<file path="config.mk">
export PLATFORM = sky130hd
export DESIGN_NAME = atp_trigger_pacing
export DESIGN_NICKNAME = d
export VERILOG_FILES = /design/src/atp_pkg.sv /design/src/atp_pace_gen.sv /design/src/atp_trigger_pacing.sv
export SDC_FILE = /design/constraint.sdc
export NUM_CORES = 1
export LEC_CHECK = 0
export ABC_CLOCK_PERIOD_IN_PS = 6800
export BUFFER_PORTS_ARGS = -buffer_cell sky130_fd_sc_hd__buf_2
export CAP_MARGIN = 20
export CORE_ASPECT_RATIO = 1.5
export CORE_UTILIZATION = 45
export DETAILED_ROUTE_END_ITERATION = 8
export SLEW_MARGIN = 20
export SYNTH_ARGS = -nofsm -noshare
export SYNTH_HDL_FRONTEND = slang
export SYNTH_SLANG_ARGS = --single-unit
</file>
<file path="constraint.sdc">
create_clock -name clock -period 6.8 [get_ports clock]
set_clock_uncertainty 0.15 [all_clocks]
set_input_delay 1.36 -clock clock [delete_from_list [all_inputs] [get_ports clock]]
set_output_delay 1.36 -clock clock [all_outputs]
set_load 0.02 [all_outputs]
</file>
<file path="src/atp_pkg.sv">
// Purpose: Shared constants for acquisition trigger and pacing logic
// Assumes: 250 MHz core clock, APB register access
// Notes:   Threshold codes are offset binary over the trigger range
package atp_pkg;

  // Core clock
  localparam int CLK_MHZ          = 250;
  // External pacing ceiling, and least pacing period in clock cycles
  localparam int EXT_PACE_MAX_KHZ = 250;
  localparam int PACE_MIN_CYC     =
    (CLK_MHZ * 1000 + EXT_PACE_MAX_KHZ - 1) / EXT_PACE_MAX_KHZ;

  // Threshold code: 12 bits over -10 V .. +10 V, 4.88 mV a step
  localparam int THR_BITS         = 12;
  localparam int THR_STEP_UV      = 4880;
  localparam int THR_SPAN_MV      = 20000;

  // Register byte offsets
  localparam int ADDR_W = 8;
  localparam logic [7:0] ADDR_CTRL     = 8'h00;
  localparam logic [7:0] ADDR_CMD      = 8'h04;
  localparam logic [7:0] ADDR_THR_HIGH = 8'h08;
  localparam logic [7:0] ADDR_THR_LOW  = 8'h0c;
  localparam logic [7:0] ADDR_PACE_DIV = 8'h10;
  localparam logic [7:0] ADDR_SAMPLES  = 8'h14;
  localparam logic [7:0] ADDR_STATUS   = 8'h18;
  localparam logic [7:0] ADDR_DONE_CNT = 8'h1c;

  // Control field positions
  localparam int CTRL_W        = 5;
  localparam int CTRL_TRIG_EN  = 0;
  localparam int CTRL_EXT_PACE = 1;
  localparam int CTRL_BELOW    = 2;
  localparam int CTRL_EDGE     = 3;
  localparam int CTRL_RETRIG   = 4;

  // Command bits, write one to act
  localparam int CMD_START = 0;
  localparam int CMD_STOP  = 1;

  // Status field positions
  localparam int ST_STATE_LSB = 0;
  localparam int ST_OVERRATE  = 2;
  localparam int ST_TRIGGERED = 3;

  // Reset values
  localparam logic [4:0]  CTRL_RESET     = 5'h00;
  localparam logic [11:0] THR_HIGH_RESET = 12'h800;
  localparam logic [11:0] THR_LOW_RESET  = 12'h800;
  localparam logic [31:0] PACE_DIV_RESET = 32'h000003e8;
  localparam logic [31:0] SAMPLES_RESET  = 32'h00000000;

  typedef enum logic [1:0] {
    ATP_IDLE,
    ATP_ARMED,
    ATP_ACQ
  } atp_state_t;

endpackage : atp_pkg

</file>
<file path="src/atp_pace_gen.sv">
// Purpose: Conversion pacing from internal divider or external input
// Assumes: extPaceIn is synchronous to clock
// Notes:   Divider below the pacing ceiling is clamped up to it
`timescale 1ns/10ps
module atp_pace_gen #(
  parameter int MIN_CYC = atp_pkg::PACE_MIN_CYC
) (
  input  wire logic        clock,
  input  wire logic        resetn,
  input  wire logic        run,
  input  wire logic        useExt,
  input  wire logic [31:0] divisor,
  input  wire logic        extPaceIn,
  output logic             tick,
  output logic             paceOut,
  output logic             overrate
);

  logic [31:0] cnt_reg, cnt_next;
  logic [15:0] gap_reg, gap_next;
  logic        extPrev_reg, extPrev_next;
  logic        tick_reg, tick_next;
  logic        paceOut_reg, paceOut_next;
  logic        over_reg, over_next;
  logic [31:0] divEff;
  logic        extRise;

  always_comb begin
    divEff = (divisor < 32'(MIN_CYC)) ? 32'(MIN_CYC) : divisor;
    extRise = extPaceIn & ~extPrev_reg;
    extPrev_next = extPaceIn;
    gap_next = (gap_reg == 16'hffff) ? gap_reg : gap_reg + 16'h0001;
    cnt_next = 32'h00000000;
    tick_next = 1'b0;
    paceOut_next = 1'b0;
    over_next = 1'b0;
    if (run && useExt) begin
      tick_next = extRise;
      paceOut_next = extPaceIn;
      if (extRise) begin
        gap_next = 16'h0000;
        // Edges closer than the ceiling still pace, but are flagged
        over_next = gap_reg < 16'(MIN_CYC - 1);
      end
    end else if (run) begin
      tick_next = (cnt_reg == 32'h00000000);
      cnt_next = (cnt_reg >= divEff - 32'h00000001) ? 32'h00000000
                                                     : cnt_reg + 32'h00000001;
      paceOut_next = cnt_reg < (divEff >> 1);
    end
  end

  always_ff @(posedge clock or negedge resetn) begin
    if (!resetn) begin
      cnt_reg     <= 32'h00000000;
      gap_reg     <= 16'hffff;
      extPrev_reg <= 1'b0;
      tick_reg    <= 1'b0;
      paceOut_reg <= 1'b0;
      over_reg    <= 1'b0;
    end else begin
      cnt_reg     <= cnt_next;
      gap_reg     <= gap_next;
      extPrev_reg <= extPrev_next;
      tick_reg    <= tick_next;
      paceOut_reg <= paceOut_next;
      over_reg    <= over_next;
    end
  end

  assign tick     = tick_reg;
  assign paceOut  = paceOut_reg;
  assign overrate = over_reg;

endmodule : atp_pace_gen

</file>
<file path="src/atp_trigger_pacing.sv">
// Purpose: Trigger arming and conversion pacing with an APB register file
// Assumes: trigger_input is a 12-bit offset-binary code, synchronous
// Notes:   Zero-wait APB; read data is captured in the setup cycle
//
// What this block does
// - External pacing input times conversions, 250 kHz
// - Pacing clock output follows clock in use
// - 12-bit threshold codes span trigger range
// - Above level: start while input over high
// - Below level: start while input under low
// - Above edge: start on first upward crossing
// - Below edge: start on first downward crossing
// - Retrigger re-arms after requested sample count
// - Scan starts by command or trigger, stops on sample count or host stop
// - Each paced conversion gives one convStrobe pulse
`timescale 1ns/10ps
module atp_trigger_pacing #(
  parameter int MIN_CYC = atp_pkg::PACE_MIN_CYC
) (
  input  wire logic        clock,
  input  wire logic        resetn,
  input  wire logic        psel,
  input  wire logic        penable,
  input  wire logic        pwrite,
  input  wire logic [7:0]  paddr,
  input  wire logic [31:0] pwdata,
  output logic [31:0]      prdata,
  output logic             pready,
  output logic             pslverr,
  input  wire logic [11:0] trigger_input,
  input  wire logic        extPaceIn,
  output logic             paceClockOut,
  output logic             convStrobe,
  output logic             scanActive,
  output logic             acquiring
);

  // Register file state
  logic [4:0]  ctrl_reg, ctrl_next;
  logic [11:0] thrHigh_reg, thrHigh_next;
  logic [11:0] thrLow_reg, thrLow_next;
  logic [31:0] paceDiv_reg, paceDiv_next;
  logic [31:0] samples_reg, samples_next;
  logic        over_reg, over_next;
  logic        trigd_reg, trigd_next;
  logic [31:0] prdata_reg, prdata_next;
  logic        pready_reg, pready_next;
  logic        pslverr_reg, pslverr_next;

  // Scan state
  atp_pkg::atp_state_t state_reg, state_next;
  logic [31:0] doneCnt_reg, doneCnt_next;
  logic        prevCond_reg, prevCond_next;
  logic        prevValid_reg, prevValid_next;
  logic        conv_reg, conv_next;
  logic        active_reg, active_next;
  logic        acq_reg, acq_next;

  logic        wrDone;
  logic        mapped;
  logic        cmdStart;
  logic        cmdStop;
  logic        isAbove;
  logic        isBelow;
  logic        cond;
  logic        fire;
  logic        tick;
  logic        overPulse;
  logic        paceRun;
  logic        lastSample;

  // APB slave
  always_comb begin
    wrDone = psel & penable & pready_reg & pwrite;
    mapped = (paddr == atp_pkg::ADDR_CTRL)     ||
             (paddr == atp_pkg::ADDR_CMD)      ||
             (paddr == atp_pkg::ADDR_THR_HIGH) ||
             (paddr == atp_pkg::ADDR_THR_LOW)  ||
             (paddr == atp_pkg::ADDR_PACE_DIV) ||
             (paddr == atp_pkg::ADDR_SAMPLES)  ||
             (paddr == atp_pkg::ADDR_STATUS)   ||
             (paddr == atp_pkg::ADDR_DONE_CNT);
    pready_next = psel & ~penable;
    // Unmapped offsets answer with an error
    pslverr_next = psel & ~penable & ~mapped;
    prdata_next = 32'h00000000;
    // Read data taken in setup, so status may lag a cycle
    if (psel && !penable && !pwrite) begin
      case (paddr)
        atp_pkg::ADDR_CTRL:     prdata_next = {27'h0000000, ctrl_reg};
        atp_pkg::ADDR_THR_HIGH: prdata_next = {20'h00000, thrHigh_reg};
        atp_pkg::ADDR_THR_LOW:  prdata_next = {20'h00000, thrLow_reg};
        atp_pkg::ADDR_PACE_DIV: prdata_next = paceDiv_reg;
        atp_pkg::ADDR_SAMPLES:  prdata_next = samples_reg;
        atp_pkg::ADDR_DONE_CNT: prdata_next = doneCnt_reg;
        atp_pkg::ADDR_STATUS: begin
          prdata_next[atp_pkg::ST_STATE_LSB +: 2] = state_reg;
          prdata_next[atp_pkg::ST_OVERRATE]       = over_reg;
          prdata_next[atp_pkg::ST_TRIGGERED]      = trigd_reg;
        end
        default:                prdata_next = 32'h00000000;
      endcase
    end
  end

  // Configuration writes
  always_comb begin
    ctrl_next    = ctrl_reg;
    thrHigh_next = thrHigh_reg;
    thrLow_next  = thrLow_reg;
    paceDiv_next = paceDiv_reg;
    samples_next = samples_reg;
    cmdStart     = 1'b0;
    cmdStop      = 1'b0;
    if (wrDone) begin
      case (paddr)
        atp_pkg::ADDR_CTRL:     ctrl_next = pwdata[4:0];
        atp_pkg::ADDR_THR_HIGH: thrHigh_next = pwdata[11:0];
        atp_pkg::ADDR_THR_LOW:  thrLow_next = pwdata[11:0];
        atp_pkg::ADDR_PACE_DIV: paceDiv_next = pwdata;
        atp_pkg::ADDR_SAMPLES:  samples_next = pwdata;
        // Command bits act once and are never stored
        atp_pkg::ADDR_CMD: begin
          cmdStart = pwdata[atp_pkg::CMD_START];
          cmdStop  = pwdata[atp_pkg::CMD_STOP];
        end
        default: begin
          // Read-only offsets take the write and drop it
        end
      endcase
    end
    // Sticky pacing fault: write one to clear, a new fault wins
    over_next = over_reg;
    if (wrDone && paddr == atp_pkg::ADDR_STATUS &&
        pwdata[atp_pkg::ST_OVERRATE]) begin
      over_next = 1'b0;
    end
    if (overPulse) begin
      over_next = 1'b1;
    end
  end

  // Threshold comparison and trigger qualification
  always_comb begin
    // Strict compares: a code equal to a threshold is not past it
    isAbove = trigger_input > thrHigh_reg;
    isBelow = trigger_input < thrLow_reg;
    cond = ctrl_reg[atp_pkg::CTRL_BELOW] ? isBelow : isAbove;
    if (!ctrl_reg[atp_pkg::CTRL_EDGE]) begin
      // Level mode fires at once if already past the threshold
      fire = cond;
    end else begin
      // Edge needs one sample not past the threshold after arming
      fire = cond & prevValid_reg & ~prevCond_reg;
    end
  end

  // Scan control
  always_comb begin
    state_next     = state_reg;
    doneCnt_next   = doneCnt_reg;
    prevCond_next  = cond;
    // Edge history restarts on each entry to armed
    prevValid_next = (state_reg == atp_pkg::ATP_ARMED);
    conv_next      = 1'b0;
    trigd_next     = trigd_reg;
    // Reaching or passing the count ends it, so a count
    // lowered mid-run cannot leave the scan running on
    lastSample     = (samples_reg != 32'h00000000) &&
                     (doneCnt_reg + 32'h00000001 >= samples_reg);
    case (state_reg)
      atp_pkg::ATP_IDLE: begin
        if (cmdStart) begin
          // A new start forgets the last count and trigger
          doneCnt_next = 32'h00000000;
          trigd_next   = 1'b0;
          if (ctrl_reg[atp_pkg::CTRL_TRIG_EN]) begin
            state_next = atp_pkg::ATP_ARMED;
          end else begin
            state_next = atp_pkg::ATP_ACQ;
          end
        end
      end
      atp_pkg::ATP_ARMED: begin
        if (fire) begin
          // Sample count restarts with every trigger
          state_next   = atp_pkg::ATP_ACQ;
          doneCnt_next = 32'h00000000;
          trigd_next   = 1'b1;
        end
      end
      atp_pkg::ATP_ACQ: begin
        if (tick) begin
          conv_next    = 1'b1;
          doneCnt_next = doneCnt_reg + 32'h00000001;
          if (lastSample) begin
            if (ctrl_reg[atp_pkg::CTRL_RETRIG] &&
                ctrl_reg[atp_pkg::CTRL_TRIG_EN]) begin
              // Mode bits untouched, trigger armed again
              state_next = atp_pkg::ATP_ARMED;
            end else begin
              // Later crossings ignored until a new start
              state_next = atp_pkg::ATP_IDLE;
            end
          end
        end
      end
      default: state_next = atp_pkg::ATP_IDLE;
    endcase
    // Zero sample count runs until the host stops it;
    // stop wins over start and swallows this cycle's strobe
    if (cmdStop) begin
      state_next = atp_pkg::ATP_IDLE;
      conv_next  = 1'b0;
    end
    active_next = (state_next != atp_pkg::ATP_IDLE);
    acq_next    = (state_next == atp_pkg::ATP_ACQ);
  end

  // Pacing runs for the whole scan so a follower stays locked
  assign paceRun = active_reg;

  // Divider clamp and overrate detection sit in the pacer
  atp_pace_gen #(
    .MIN_CYC (MIN_CYC)
  ) u_pace (
    .clock     (clock),
    .resetn    (resetn),
    .run       (paceRun),
    .useExt    (ctrl_reg[atp_pkg::CTRL_EXT_PACE]),
    .divisor   (paceDiv_reg),
    .extPaceIn (extPaceIn),
    .tick      (tick),
    .paceOut   (paceClockOut),
    .overrate  (overPulse)
  );

  // Bus answer registers
  always_ff @(posedge clock or negedge resetn) begin
    if (!resetn) begin
      prdata_reg  <= 32'h00000000;
      pready_reg  <= 1'b0;
      pslverr_reg <= 1'b0;
    end else begin
      prdata_reg  <= prdata_next;
      pready_reg  <= pready_next;
      pslverr_reg <= pslverr_next;
    end
  end

  // Configuration registers
  always_ff @(posedge clock or negedge resetn) begin
    if (!resetn) begin
      ctrl_reg    <= atp_pkg::CTRL_RESET;
      thrHigh_reg <= atp_pkg::THR_HIGH_RESET;
      thrLow_reg  <= atp_pkg::THR_LOW_RESET;
      paceDiv_reg <= atp_pkg::PACE_DIV_RESET;
      samples_reg <= atp_pkg::SAMPLES_RESET;
      over_reg    <= 1'b0;
    end else begin
      ctrl_reg    <= ctrl_next;
      thrHigh_reg <= thrHigh_next;
      thrLow_reg  <= thrLow_next;
      paceDiv_reg <= paceDiv_next;
      samples_reg <= samples_next;
      over_reg    <= over_next;
    end
  end

  // Scan state registers
  always_ff @(posedge clock or negedge resetn) begin
    if (!resetn) begin
      trigd_reg     <= 1'b0;
      state_reg     <= atp_pkg::ATP_IDLE;
      doneCnt_reg   <= 32'h00000000;
      prevCond_reg  <= 1'b0;
      prevValid_reg <= 1'b0;
      conv_reg      <= 1'b0;
      active_reg    <= 1'b0;
      acq_reg       <= 1'b0;
    end else begin
      trigd_reg     <= trigd_next;
      state_reg     <= state_next;
      doneCnt_reg   <= doneCnt_next;
      prevCond_reg  <= prevCond_next;
      prevValid_reg <= prevValid_next;
      conv_reg      <= conv_next;
      active_reg    <= active_next;
      acq_reg       <= acq_next;
    end
  end

  // Every output is a flip-flop, here or in the pacer
  assign prdata     = prdata_reg;
  assign pready     = pready_reg;
  assign pslverr    = pslverr_reg;
  assign convStrobe = conv_reg;
  assign scanActive = active_reg;
  assign acquiring  = acq_reg;

endmodule : atp_trigger_pacing

</file>
== After elaboration in Yosys (flattened, before gate mapping) ==
Index checks and enable logic that the tools add are counted.

* Input port bits: 58
* Logic and storage cells: 133
* Output and inout bits: 38
* Bits in registers: 220

* Reductions and logical operators: 31
* Order comparisons: 7
* Bitwise operators: 12
* Add/sub/neg operators: 4
* Equal/unequal tests: 14
* Multiplexer cells: 42

{| class="wikitable"
|+ Operator list
! operator !! number
|-
| 32-bit two-way mux || 8
|-
| 28-bit case mux with 6 select lines || 1
|-
| 32-bit case mux with 3 select lines || 1
|-
| 32-bit by 1-bit adder with 32-bit output, second input constant || 2
|-
| 32-bit >= comparator || 2
|-
| 16-bit two-way mux || 3
|-
| 8-bit by 5-bit == test with 1-bit output, second input constant || 4
|-
| 32-bit logical NOT || 1
|-
| 32-bit by 10-bit less-than comparator with 1-bit output, second input constant || 1
|-
| 32-bit by 31-bit less-than comparator with 1-bit output || 1
|-
| 32-bit nonzero test || 1
|-
| 32-bit by 1-bit subtractor with 32-bit output, second input constant || 1
|-
| 4-bit case mux with 7 select lines || 1
|-
| 1-bit two-way mux || 20
|-
| 16-bit by 1-bit adder with 16-bit output, second input constant || 1
|-
| 16-bit == test, second input constant || 1
|-
| 8-bit by 4-bit == test with 1-bit output, second input constant || 2
|-
| 16-bit by 10-bit less-than comparator with 1-bit output, second input constant || 1
|-
| 12-bit > comparator || 1
|-
| 12-bit less-than comparator || 1
|-
| 2-bit two-way mux || 6
|-
| 2-bit AND reduction || 5
|-
| 1-bit AND || 8
|-
| 8-bit by 3-bit == test with 1-bit output, second input constant || 1
|-
| 16 further kinds || 36
|}

== Depth between registers and ports, before layout ==
* Word-level depth: 10
* Gate-level depth with buffers: 21
* Mapped depth without buffers: 20

== Modules after synthesis ==
A second synthesis with hierarchy kept.

* Cell total of the unflattened synthesis: 1,501
* Area total of the unflattened synthesis: 14,094.8 µm²

{| class="wikitable"
|+ By module, submodules not included
! module !! instances !! sequential area each (µm²) !! cells each !! area an instance (µm²)
|-
| atp_trigger_pacing || 1 || 4,214.0 || 927 || 9,155.0
|-
| atp_pace_gen || 1 || 1,321.3 || 574 || 4,939.7
|}

== Least setup slack after synthesis ==
OpenSTA, ideal clock, no wires.

* Path type: flip-flop to flip-flop
* Start point: register paceDiv_reg[22]
* End point: register u_pace.cnt_reg[23]
* Arrival: 4.677 ns
* Cell stages (with the launch flop): 21
* Clock period less this slack: 4.959 ns
* Required time: 6.518 ns
* Library setup time: 0.132 ns
* Setup slack: 1.841 ns
* Buffers on the path: 1
* Cells stage by stage: dfrtp_1 -> or4_4 -> nand4b_4 -> and4b_2 -> o21ai_2 -> nand2_1 -> ha_1 -> nand2b_1 -> or3_1 -> nor3_2 -> nand3_1 -> nor3_1 -> xnor2_1 -> ha_1 -> nand4_1 -> nor3_1 -> nand4_1 -> or3_1 -> o211ai_1 -> clkbuf_1 -> nor2_1

* Word-level cells in the longest chain between the ends: 7

{| class="wikitable"
|+ RTL lines
! what !! line !! RTL
|-
| from (decl) || atp_trigger_pacing.sv:42 || <nowiki>logic [31:0] paceDiv_reg, paceDiv_next;</nowiki>
|-
| from (signal assigned) || atp_trigger_pacing.sv:257 || <nowiki>paceDiv_reg <= atp_pkg::PACE_DIV_RESET;</nowiki>
|-
| from (signal assigned) || atp_trigger_pacing.sv:264 || <nowiki>paceDiv_reg <= paceDiv_next;</nowiki>
|-
| 32-bit by 10-bit less-than comparator with 1-bit output || atp_pace_gen.sv:29 || <nowiki>divEff = (divisor < 32'(MIN_CYC)) ? 32'(MIN_CYC) : divisor;</nowiki>
|-
| 32-bit two-way mux * || atp_pace_gen.sv:29 ||
|-
| 32-bit by 1-bit subtractor with 32-bit output * || atp_pace_gen.sv:47 || <nowiki>cnt_next = (cnt_reg >= divEff - 32'h00000001) ? 32'h00000000</nowiki>
|-
| 32-bit >= comparator * || atp_pace_gen.sv:47 ||
|-
| 32-bit two-way mux * || atp_pace_gen.sv:47 ||
|-
| 32-bit two-way mux * || atp_pace_gen.sv:45 || <nowiki>end else if (run) begin</nowiki>
|-
| 32-bit two-way mux * || atp_pace_gen.sv:37 || <nowiki>if (run && useExt) begin</nowiki>
|-
| named net u_pace.cnt_next[23] || atp_pace_gen.sv:19 || <nowiki>logic [31:0] cnt_reg, cnt_next;</nowiki>
|-
| to (signal assigned) || atp_pace_gen.sv:62 || <nowiki>cnt_reg <= cnt_next;</nowiki>
|-
| to (decl) || atp_pace_gen.sv:19 ||
|}

The timed path passes the listed nets; every way through them passes the cells marked *.
A chain may end at the register's enable or synchronous reset.

== Worst setup path after layout ==
* Start point: register paceDiv_reg[22]
* End point: register u_pace.cnt_reg[10]

Same word-level chain as after synthesis.

==> flow_summary.json <==
{
  "num_rows": 78,
  "gr-usage-all-layers_pct": 23.8,
  "ioPinCount": 96,
  "fin_crit_sh_pct": 84.5,
  "irDropWorstVdd_mv": 0.193,
  "cp-start-kind": "register",
  "placed_cells": 1919,
  "syn_area_per_cell_um2": 9.31,
  "relSlewSlack_pct": 29.1,
  "cts_buffers": 23,
  "coreArea_um2": 30200,
  "max_cap_violations": 0,
  "cts-resized-gates": 0,
  "die_w_um": 145,
  "postCtsSetupBuffers": 0,
  "die_y_um": 216,
  "fillCellCount": 2799,
  "drc": 0,
  "tns_ps": 0,
  "crit_arrival_ps": 6000,
  "drive_above_1_share_pct": 16.1,
  "hold_viol_final": 0,
  "ys_warn_count": 0,
  "die_area_um2": 31200,
  "grt_max_degree": 108,
  "hp-class": "register to register",
  "gp_congestion": 0.885,
  "placed_cell_area_um2": 14600,
  "grt_first_pass_wirelength_mm": 57.9,
  "total_leakage_power_nw": 7.17,
  "slew_violations": 0,
  "clk_pin_slew_worst_paths_ps": 60,
  "postCtsHoldBufs": 0,
  "diodes": 0,
  "max_freq_ghz": 0.174,
  "final_cell_area_um2": 15400,
  "rsz0062_at_grt": "false",
  "instances_no_fill": 1958,
  "async_flop_share_pct": 100,
  "setup_viol": 0,
  "syn_nets": 1654,
  "slowest_delay_ps": 540,
  "synthesis.area_um2": 13700,
  "start_util_pct": 45.6,
  "fin_nets": 1723,
  "drtIter0Drc": 572,
  "overflow": 0,
  "timing_worst_setup_path_type": "register to register",
  "antenna_found_initial": 0,
  "yosysUniqueCellTypes": 73,
  "regArea_um2": 5540,
  "clock_path_buffers": 3,
  "cts.sinks": 220,
  "slowest_stage": "or4_4",
  "finalCriticalPeriod_ps": 5750,
  "io_buffer_count": 95,
  "dp_hpwl_mm": 27.1,
  "drt-total-wl_mm": 35.6,
  "multiInputGateArea_um2": 7630,
  "cts_max_level": 1,
  "synth-edff-count": 0,
  "grt_pass1_vias": 10900,
  "insertion_delay_ps": 540,
  "synthFlopType": "dfrtp_1",
  "synth-seq-cells": 220,
  "crit_fanout": 32,
  "area_growth_pct": 11.8,
  "ant_nets": 0,
  "power_density_nw_per_um2": 195,
  "syn-instance-count": 1475,
  "tritoncts": "done",
  "wl_per_cell_um": 18.2,
  "worst_pin_slew_ps": 1060,
  "worstSetupEndpointType": "register",
  "cp.required_ps": 7050,
  "via_per_inst": 5.55,
  "detail_route.first_pass.iterations": 6,
  "root_buffer": "clkbuf_16",
  "path_cells": "or4_4, nand4b_4, and4b_2, o21ai_2, nand2_1, ha_1, nand2b_1, or3_1, nor3_2, nand3_1, nor3_1, xnor2_1, ha_1, nand4_1, nor3_1, nand4_1, or3_1, o211ai_1, buf_4, nor2_1",
  "num_vias": 10900,
  "run_status": "finished, final reports clean",
  "ys_seq_area_share_pct": 40.3
}
[path summary, 6_finish.rpt]
| check | startpoint | endpoint | slack, ps | cells past startpoint |
|---|---|---|---|---|
| min | u_pace.overrate$_DFF_PN0_ | over_reg$_DFFE_PN0P_ | 290 | 1 |
| max reg2reg | paceDiv_reg[22]$_DFFE_PN0P_ | u_pace.cnt_reg[10]$_DFF_PN0_ | 1050 | 20 |
| min reg2reg | u_pace.overrate$_DFF_PN0_ | over_reg$_DFFE_PN0P_ | 290 | 1 |
| max | paceDiv_reg[22]$_DFFE_PN0P_ | u_pace.cnt_reg[10]$_DFF_PN0_ | 1050 | 20 |
| max in group asynchronous | resetn | paceDiv_reg[22]$_DFFE_PN0P_ | 4430 | 2 |
| min in group asynchronous | resetn | thrHigh_reg[10]$_DFFE_PN0P_ | 730 | 1 |
[per-layer routing]
layer,global-route usage [%],wire [um],vias to the layer above
met4,8.07,940,0
li1,-,-,5362
met5,0,0,-
met3,1.91,964,59
met2,40.8,18000,183
met1,31.2,15700,5257
[power breakdown]
group,total [mW],switching [mW],internal [mW]
logic,0.234,0.143,0.0913
registers,1.45,0.0561,1.39
clock network,1.32,0.558,0.762
[synth_stat cells, types with 8 or more instances]
library cell / n / area share, %
nor4_1: 24 / 1.1
a21o_1: 17 / 0.93
nand4_1: 34 / 1.5
a31oi_1: 26 / 1.2
clkbuf_1: 46 / 1.3
ha_1: 121 / 11
a22o_1: 13 / 0.83
nor3_1: 23 / 0.84
nor2b_1: 9 / 0.41
a21oi_1: 73 / 2.7
and3_1: 12 / 0.55
xor2_1: 44 / 2.8
nand3_1: 41 / 1.5
buf_2: 8 / 0.29
nor2_1: 170 / 4.6
o21ai_0: 74 / 2.7
or3_1: 10 / 0.46
dfstp_2: 24 / 4.6
xnor2_1: 55 / 3.5
inv_1: 90 / 2.5
dfrtp_1: 196 / 36
mux2_2: 49 / 4.0
nand2b_1: 14 / 0.64
mux2i_1: 37 / 2.7
a221oi_1: 12 / 0.76
nand2_1: 141 / 3.9
[through the flow]
step | setup slack, ps | power (mW) | hold slack (ps) | utilization [%]
after floorplan | 1840 | 1.60 | 254 | -
after global placement | 1160 | 1.70 | 277 | 48.3
after detailed placement | 1070 | 1.71 | 279 | 48.3
after CTS | 1040 | 3.04 | 295 | 50.9
after global routing | 569 | 3.13 | 333 | 50.9
final | 1050 | 3.00 | 286 | 50.9
[cells in the final DEF, fill, tap and decap left out, types with 44 or more instances in the layout]
master and count:
buf_2 94, ha_1 121, mux2_2 49, a21oi_1 73
xnor2_1 55, inv_1 90, dfrtp_1 196, nand2_1 141
xor2_1 44, nor2_1 168, o21ai_0 74
[worst max-delay path, delay by kind of cell, from the launching register on]
family	cells	cell delay, ps
XOR/XNOR	1	100
AND/OR/NAND/NOR	14	3710
buffers and inverters	1	350
AO/OA/AOI/OAI	2	320
flip-flops	1	480
adder cells (fa/ha/maj)	2	490
[logic make-up after synthesis]
group                      synth area share, %
AOI/OAI and AO/OA                         12.1
adders and majority gates                 11.0
muxes                                     6.71
buffers and inverters                     4.39
DFF                                       40.3
and+or+nand+nor                           19.2
xor gates and xnor gates                  6.31
[area by class of cell]
cell class / instances / area share, %
Multi-Input combinational cell: 1101 / 49.7
Sequential cell: 220 / 36.0
Clock buffer: 25 / 3.93
Inverter: 91 / 2.22
Timing Repair Buffer: 107 / 3.75
Clock inverter: 14 / 1.12
Tap cell: 400 / 3.26
Power figures use the tool's default switching activity.
